`src/verilog/aao_pkg.sv`:
```
// aao_pkg: shared constants and types for the accumulator add/and slice
// assumes an 8-bit data path and a decoder that issues one op per request
package aao_pkg;
   localparam int unsigned DATA_W   = 8;
   localparam logic [7:0]  ACC_RST  = 8'h00;
   localparam int unsigned CARRY_B  = 7;   // carry out of bit 7
   localparam int unsigned AUX_B    = 3;   // aux carry out of bit 3
   // flag vector positions
   localparam int unsigned FLG_C    = 0;
   localparam int unsigned FLG_AC   = 1;
   localparam int unsigned FLG_Z    = 2;
   localparam int unsigned FLG_OV   = 3;
   localparam logic [3:0]  FLG_RST  = 4'h0;

   // operation codes presented by the decoder
   typedef enum logic [2:0] {
      AAO_NOP,
      AAO_ADD_ACC_TO_MEMORY,
      AAO_AND_MEM_TO_ACC,
      AAO_AND_IMM_TO_ACC,
      AAO_AND_ACC_TO_MEMORY
   } aao_op_t;

   typedef enum logic [1:0] {
      AAO_IDLE,
      AAO_READ,
      AAO_EXEC
   } aao_state_t;
endpackage

```
`src/verilog/aao_alu.sv`:
```
// aao_alu: combinational add and and with flag outputs
// assumes operands are stable for the whole evaluation cycle
`timescale 1ns/1ps
module aao_alu
   import aao_pkg::*;
(
   // operands
   input  wire logic [7:0] opA,
   input  wire logic [7:0] opB,
   input  wire logic       doAdd,
   // results
   output logic [7:0]      result,
   output logic [3:0]      flags
);
   logic [4:0] lowSum;
   logic [8:0] fullSum;

   // add with carry chain split at the nibble for aux carry
   always_comb begin
      lowSum  = {1'b0, opA[AUX_B:0]} + {1'b0, opB[AUX_B:0]};
      fullSum = {1'b0, opA} + {1'b0, opB};
      flags   = FLG_RST;
      if (doAdd) begin
         result           = fullSum[CARRY_B:0];
         flags[FLG_C]     = fullSum[CARRY_B+1];
         flags[FLG_AC]    = lowSum[AUX_B+1];
         flags[FLG_OV]    = (opA[CARRY_B] == opB[CARRY_B]) &&
                            (result[CARRY_B] != opA[CARRY_B]);
      end else begin
         result = opA & opB;
      end
      flags[FLG_Z] = (result == 8'h00);
   end
endmodule // aao_alu

```
`src/verilog/aao_datapath.sv`:
```
// aao_datapath: accumulator slice for add-to-memory and three and forms
// assumes a synchronous data memory with one cycle read latency
`timescale 1ns/1ps
module aao_datapath
   import aao_pkg::*;
(
   // clock and reset
   input  wire logic       clk,
   input  wire logic       reset,
   // request from the decoder
   input  wire logic       opValid,
   input  aao_op_t         opCode,
   input  wire logic [7:0] memAddr,
   input  wire logic [7:0] immData,
   output logic            opReady,
   output logic            opDone,
   // accumulator write from the rest of the core
   input  wire logic       accLoad,
   input  wire logic [7:0] accLoadData,
   // data memory port
   output logic            memRead,
   output logic            memWrite,
   output logic [7:0]      memAddrOut,
   output logic [7:0]      memWriteData,
   input  wire logic [7:0] memReadData,
   // architectural state
   output logic [7:0]      accumulatorReg,
   output logic            overflowFlag,
   output logic            zeroFlag,
   output logic            auxCarryFlag,
   output logic            carryFlag
);
   aao_state_t state, next_state;
   aao_op_t    curOp, next_curOp;
   logic [7:0] curImm, next_curImm;
   logic [7:0] next_accumulatorReg, next_memWriteData, next_memAddrOut;
   logic       next_overflowFlag, next_zeroFlag;
   logic       next_auxCarryFlag, next_carryFlag;
   logic       next_memRead, next_memWrite, next_opDone;
   logic [7:0] aluB, aluResult;
   logic [3:0] aluFlags;

   // operand b is the immediate only for the immediate and
   assign aluB = (curOp == AAO_AND_IMM_TO_ACC) ? curImm : memReadData;

   aao_alu u_alu (
      .opA    (accumulatorReg),
      .opB    (aluB),
      .doAdd  (curOp == AAO_ADD_ACC_TO_MEMORY),
      .result (aluResult),
      .flags  (aluFlags)
   );

   // accepting only in idle keeps one op in flight
   assign opReady = (state == AAO_IDLE);

   // next state and datapath updates
   always_comb begin
      next_state          = state;
      next_curOp          = curOp;
      next_curImm         = curImm;
      next_accumulatorReg = accumulatorReg;
      next_overflowFlag   = overflowFlag;
      next_zeroFlag       = zeroFlag;
      next_auxCarryFlag   = auxCarryFlag;
      next_carryFlag      = carryFlag;
      next_memAddrOut     = memAddrOut;
      next_memWriteData   = memWriteData;
      next_memRead        = 1'b0;
      next_memWrite       = 1'b0;
      next_opDone         = 1'b0;
      unique case (state)
         AAO_IDLE: begin
            // other instructions write the accumulator only between ops
            if (accLoad) begin
               next_accumulatorReg = accLoadData;
            end
            if (opValid && opCode != AAO_NOP) begin
               next_curOp      = opCode;
               next_curImm     = immData;
               next_memAddrOut = memAddr;
               // immediate form needs no memory read
               if (opCode == AAO_AND_IMM_TO_ACC) begin
                  next_state = AAO_EXEC;
               end else begin
                  next_memRead = 1'b1;
                  next_state   = AAO_READ;
               end
            end
         end
         AAO_READ: begin
            next_state = AAO_EXEC; // read data valid next cycle
         end
         AAO_EXEC: begin
            next_state    = AAO_IDLE;
            next_opDone   = 1'b1;
            next_zeroFlag = aluFlags[FLG_Z];
            unique case (curOp)
               AAO_ADD_ACC_TO_MEMORY: begin
                  next_memWrite     = 1'b1;
                  next_memWriteData = aluResult;
                  next_overflowFlag = aluFlags[FLG_OV];
                  next_auxCarryFlag = aluFlags[FLG_AC];
                  next_carryFlag    = aluFlags[FLG_C];
               end
               AAO_AND_MEM_TO_ACC,
               AAO_AND_IMM_TO_ACC: begin
                  next_accumulatorReg = aluResult;
               end
               AAO_AND_ACC_TO_MEMORY: begin
                  next_memWrite     = 1'b1;
                  next_memWriteData = aluResult;
               end
               default: begin
                  next_opDone = 1'b0;
               end
            endcase
         end
         default: next_state = AAO_IDLE;
      endcase
   end

   // registers only
   always_ff @(posedge clk) begin
      if (reset) begin
         state          <= AAO_IDLE;
         curOp          <= AAO_NOP;
         curImm         <= 8'h00;
         accumulatorReg <= ACC_RST;
         overflowFlag   <= 1'b0;
         zeroFlag       <= 1'b0;
         auxCarryFlag   <= 1'b0;
         carryFlag      <= 1'b0;
         memAddrOut     <= 8'h00;
         memWriteData   <= 8'h00;
         memRead        <= 1'b0;
         memWrite       <= 1'b0;
         opDone         <= 1'b0;
      end else begin
         state          <= next_state;
         curOp          <= next_curOp;
         curImm         <= next_curImm;
         accumulatorReg <= next_accumulatorReg;
         overflowFlag   <= next_overflowFlag;
         zeroFlag       <= next_zeroFlag;
         auxCarryFlag   <= next_auxCarryFlag;
         carryFlag      <= next_carryFlag;
         memAddrOut     <= next_memAddrOut;
         memWriteData   <= next_memWriteData;
         memRead        <= next_memRead;
         memWrite       <= next_memWrite;
         opDone         <= next_opDone;
      end
   end

   // checks
   a_add_keeps_acc: assert property (@(posedge clk) disable iff (reset)
      memWrite && curOp == AAO_ADD_ACC_TO_MEMORY
      |-> accumulatorReg == $past(accumulatorReg))
      else $error("add changed accumulator");
   a_add_sum_val: assert property (@(posedge clk) disable iff (reset)
      state == AAO_EXEC && curOp == AAO_ADD_ACC_TO_MEMORY
      |=> memWrite && memWriteData ==
          8'($past(accumulatorReg) + $past(memReadData)))
      else $error("add sum wrong");
   a_add_carry_out: assert property (@(posedge clk) disable iff (reset)
      state == AAO_EXEC && curOp == AAO_ADD_ACC_TO_MEMORY
      |=> carryFlag == (9'({1'b0, $past(accumulatorReg)})
          + 9'({1'b0, $past(memReadData)}) > 9'h0FF))
      else $error("carry wrong");
   // carry, aux and overflow checks work from the operands, overflow also from the written sum, zero from the result; none from the alu flag outputs
   a_add_ov_flag: assert property (@(posedge clk) disable iff (reset)
      state == AAO_EXEC && curOp == AAO_ADD_ACC_TO_MEMORY
      |=> overflowFlag == ($past(accumulatorReg[7]) == $past(memReadData[7])
          && memWriteData[7] != $past(accumulatorReg[7])))
      else $error("overflow wrong");
   a_add_aux_flag: assert property (@(posedge clk) disable iff (reset)
      state == AAO_EXEC && curOp == AAO_ADD_ACC_TO_MEMORY
      |=> auxCarryFlag == (5'($past(accumulatorReg[3:0]))
          + 5'($past(memReadData[3:0])) > 5'h0F))
      else $error("aux carry wrong");
   a_and_mem_acc: assert property (@(posedge clk) disable iff (reset)
      state == AAO_EXEC && curOp == AAO_AND_MEM_TO_ACC
      |=> accumulatorReg == ($past(accumulatorReg) & $past(memReadData))
          && !memWrite && carryFlag == $past(carryFlag))
      else $error("and from memory wrong");
   a_and_imm_acc: assert property (@(posedge clk) disable iff (reset)
      state == AAO_EXEC && curOp == AAO_AND_IMM_TO_ACC
      |=> accumulatorReg == ($past(accumulatorReg) & $past(curImm))
          && overflowFlag == $past(overflowFlag))
      else $error("and immediate wrong");
   a_acc_no_write: assert property (@(posedge clk) disable iff (reset)
      (curOp == AAO_AND_MEM_TO_ACC || curOp == AAO_AND_IMM_TO_ACC)
      |-> !memWrite)
      else $error("and to acc wrote memory");
   a_and_to_mem: assert property (@(posedge clk) disable iff (reset)
      state == AAO_EXEC && curOp == AAO_AND_ACC_TO_MEMORY
      |=> memWrite && memWriteData ==
          ($past(accumulatorReg) & $past(memReadData)))
      else $error("and to memory wrong");
   a_zero_flag: assert property (@(posedge clk) disable iff (reset)
      opDone |-> zeroFlag == ((curOp == AAO_ADD_ACC_TO_MEMORY ||
          curOp == AAO_AND_ACC_TO_MEMORY) ? memWriteData == 8'h00
          : accumulatorReg == 8'h00))
      else $error("zero flag wrong");
   c_and_acc: cover property (@(posedge clk)
      opDone && curOp == AAO_AND_MEM_TO_ACC && !zeroFlag);
   c_add: cover property (@(posedge clk)
      opDone && curOp == AAO_ADD_ACC_TO_MEMORY && carryFlag);
   c_and_imm: cover property (@(posedge clk)
      opDone && curOp == AAO_AND_IMM_TO_ACC && zeroFlag);
   c_and_mem: cover property (@(posedge clk)
      opDone && curOp == AAO_AND_ACC_TO_MEMORY);
endmodule // aao_datapath

```
`config.mk`:
```
export PLATFORM = sky130hd
export DESIGN_NAME = aao_datapath
export DESIGN_NICKNAME = d
export VERILOG_FILES = /design/src/verilog/aao_pkg.sv /design/src/verilog/aao_alu.sv /design/src/verilog/aao_datapath.sv
export SDC_FILE = /design/constraint.sdc
export NUM_CORES = 1
export LEC_CHECK = 0
export BUFFER_PORTS_ARGS = -buffer_cell sky130_fd_sc_hd__buf_2
export CORE_MARGIN = 2
export CORE_UTILIZATION = 51
export CTS_CLUSTER_SIZE = 40
export DETAILED_ROUTE_END_ITERATION = 16
export HOLD_SLACK_MARGIN = 0.05
export PLACE_DENSITY = 0.82
export REMOVE_ABC_BUFFERS = 1
export SLEW_MARGIN = 20
export SYNTH_ARGS = -nofsm -noshare
export SYNTH_HDL_FRONTEND = slang
export SYNTH_SLANG_ARGS = --single-unit
```
`constraint.sdc`:
```
create_clock -name clk -period 4.45 [get_ports clk]
set_input_delay 0.445 -clock clk [delete_from_list [all_inputs] [get_ports clk]]
set_output_delay 0.445 -clock clk [all_outputs]
set_load 0.01 [all_outputs]
```
==> flow_summary.yaml <==
global_route:
  grt_pass1_wl_microns: 8859
  overflow: 0
  pin_count_of_the_biggest_net_entering_global_routing: 47
  antenna_found_initial: 0
  vias_in_the_first_global_route: 2036
  global_route.usage.total: 0.2236
placement:
  dp_hpwl_microns: 3693
  area_of_placed_instances_sq_um: 2547
  portBuffers: 70
  place.detailed.instances: 376
  routabilityCongestion: 0.8325
drt:
  routed_wirelength_microns: 5028
  drt-vias-per-instance: 5.467
  drt_first_iter_violations: 96
  route.vias.total: 2094
  routedWlPerCell_microns: 13.13
  drtPass1Iterations: 4
  postRouteAntennaNets: 0
  drcViolationCount: 0
final_layout:
  final_non_filler_cell_total: 383
  area_delta_synth_final_pct: 20.64
  layout.cell_area.non_filler_sq_um: 2625
  drive_gt1_frac: 0.2673
  num_antenna_cells: 0
  num-nets-final: 381
clocking:
  tritoncts: "built"
  cts_buffers: 5
  number_of_h_tree_levels: 2
  cts_buffer_depth: 2
  cts_resized: 0
  tritoncts_num_sinks: 44
  worst_skew_pair.late_latency_ns: 0.30
  cts-root-buf: "clkbuf_8"
  cts_hold_repair.buffers: 0
  cts_post_setup_buffers_inserted: 0
  clk_pin_slew_worst_paths_ns: 0.08
floorplanning:
  design.portCount: 71
  die_height_microns: 69.32
  initial_core_util: 0.5362
  core_area_sq_um: 4058
  chipWidth_microns: 69.32
  rows: 23
  design.die.area_sq_um: 4805
logic_synthesis:
  synth.top_cells.by_area: "dfxtp_1 (40%), a21oi_1 (9.4%), nand2_1 (8.8%), nor2_1 (5.9%), ha_1 (4.6%)"
  synth_cell_type_count: 39
  syn-mean-instance-area_sq_um: 8.059
  syn-cell-area_sq_um: 2176
  seq_total_area_yosys: 0.4048
  post-synth-top-area-fraction: 0.4048
  syn_inst: 270
  yosys_register_bits: 44
  yosys_warnings: 0
  netlist.top_cell.by_area: "dfxtp_1"
worst_setup_path:
  worstPathArrival_ns: 3.32
  critPathRequiredTime_ns: 4.68
  crit_path_start_kind: "register"
  worst_flop_to_flop_path_startpoint: "curOp[1]"
  path_class: "register to register"
  critical_path_end_type: "register"
  crit_path_start: "curOp[1]"
  worst-path-max-fanout: 8
timing:
  final.setup.tns_ns: 0
  report.final.hold_viol_count: 0
  setup-violations-final: 0
  finClkSkew_ns: 0.006970
  rsz_0062_raised_after_global_routing: "no"
  drv_slew: 0
  layout_min_cycle_time_ns: 3.098
  slew_limit_headroom: 0.3712
  timing_worst_slew_pin_value_ns: 0.9380
  fmax_mhz: 322.8
  post-route-period-util: 0.6961
power:
  irDropWorstVdd_mv: 0.1445
  powerDensity_nw_per_um2: 319.3
  leakagePower_nw: 1.127
hold_path:
  hold_crit_path_type: "input port to register"
  hp-start: "memAddr[2]"
status:
  outcome: "complete, no violations"
run:
  drv.max_cap_violation_count: 0
layout by cell type, fill, tap and decap left out, drive strengths merged, types with 6 or more instances in the layout:
cell,count
nor2,34
dfxtp,44
a21oi,41
clkbuf,6
nor3,6
ha,8
mux2,8
buf,72
nand2,51
a211oi,13
path summary, 6_finish.rpt:
check             cells after the start                 to  slack, ns
setup / recovery                     12  accumulatorReg[6]       1.35
hold reg to reg                       2      memAddrOut[6]       0.45
setup reg to reg                     12  accumulatorReg[6]       1.35
hold / removal                        3      memAddrOut[2]       0.38
per-layer routing:
| layer | global-route usage | up-vias | part of all wire |
|---|---|---|---|
| li1 | - | 1068 | - |
| met1 | 0.2670 | 923 | 0.42 |
| met2 | 0.3643 | 87 | 0.47 |
| met3 | 0.06105 | 16 | 0.079 |
| met4 | 0.1198 | 0 | 0.035 |
| met5 | 0 | - | 0 |
critical path: stages (launching register included):
cell and delay (ns):
dfxtp_1 0.46, nor2b_1 0.20, nand2_1 0.23, mux2_2 0.30, ha_1 0.16, inv_1 0.08
fa_1 0.41, nand2b_1 0.18, a21oi_1 0.26, mux2i_1 0.22, nor2_1 0.09, a211o_1 0.29
a21oi_1 0.14
power by group:
group / switching [mW] / internal (mW)
Clock: 0.130 / 0.107
Combinational: 0.0989 / 0.0727
Sequential: 0.0152 / 0.415
synthesized netlist by cell type:
cell type	number
nand2_1	51
clkbuf_1	12
o31a_1	2
o311ai_0	1
or2_1	1
o21ai_1	1
mux2_2	8
nor4_1	1
a21boi_0	1
and4_1	2
dfxtp_1	44
or3b_1	1
o21a_1	3
a21oi_1	41
o221ai_1	1
o21ai_0	3
nor2_1	34
xnor2_1	3
fa_1	1
inv_1	3
xor2_1	3
nor3_2	1
a31o_1	1
ha_1	8
nand3b_1	2
nand2b_1	3
nor3b_2	1
a211oi_1	13
nand3_1	1
o41ai_1	1
mux2i_1	3
buf_2	3
or3_1	2
nor3_1	5
nor3b_1	1
buf_1	1
a211o_1	4
o311a_1	1
nor2b_1	2
registers in the layout (all words and copies together) (netlist names):
| signal | flops |
|---|---|
| auxCarryFlag | 1 |
| accumulatorReg | 8 |
| carryFlag | 1 |
| opDone | 1 |
| memRead | 1 |
| memAddrOut | 8 |
| zeroFlag | 1 |
| overflowFlag | 1 |
| curImm | 8 |
| memWrite | 1 |
| memWriteData | 8 |
| state | 2 |
| curOp | 3 |
kinds of logic (layout without fill, tap and decap cells):
kind of cell,Yosys count,after routing,share of synthesized area
mux,11,11,0.05521
flops,44,44,0.4048
buf+inv,19,82,0.03450
xor+xnor,6,6,0.02416
fa+ha+maj,9,9,0.05521
simple gates,108,108,0.2191
compound gates,73,73,0.2070
cell type report:
class                           count  area (sq um)
Fill cell                         363          1433
Multi-Input combinational cell    207          1227
Sequential cell                    44         880.8
Timing Repair Buffer               72         365.4
Clock buffer                        6         72.57
Tap cell                           50         62.56
Inverter                            3         11.26
Clock inverter                      1         5.005
per-stage QoR:
stage / hold WS, ns / power (mW) / utilization / setup WS [ns]
after floorplan: 0.4278 / 0.5443 / - / 1.713
final: 0.3767 / 0.8381 / 0.6469 / 1.352
after CTS: 0.3719 / 0.8448 / 0.6469 / 1.363
after global routing: 0.3758 / 0.8851 / 0.6469 / 1.083
after detailed placement: 0.4446 / 0.6099 / 0.6278 / 1.384
after global placement: 0.4387 / 0.6041 / 0.6278 / 1.552
No activity file was read; power rests on OpenSTA's default activity.
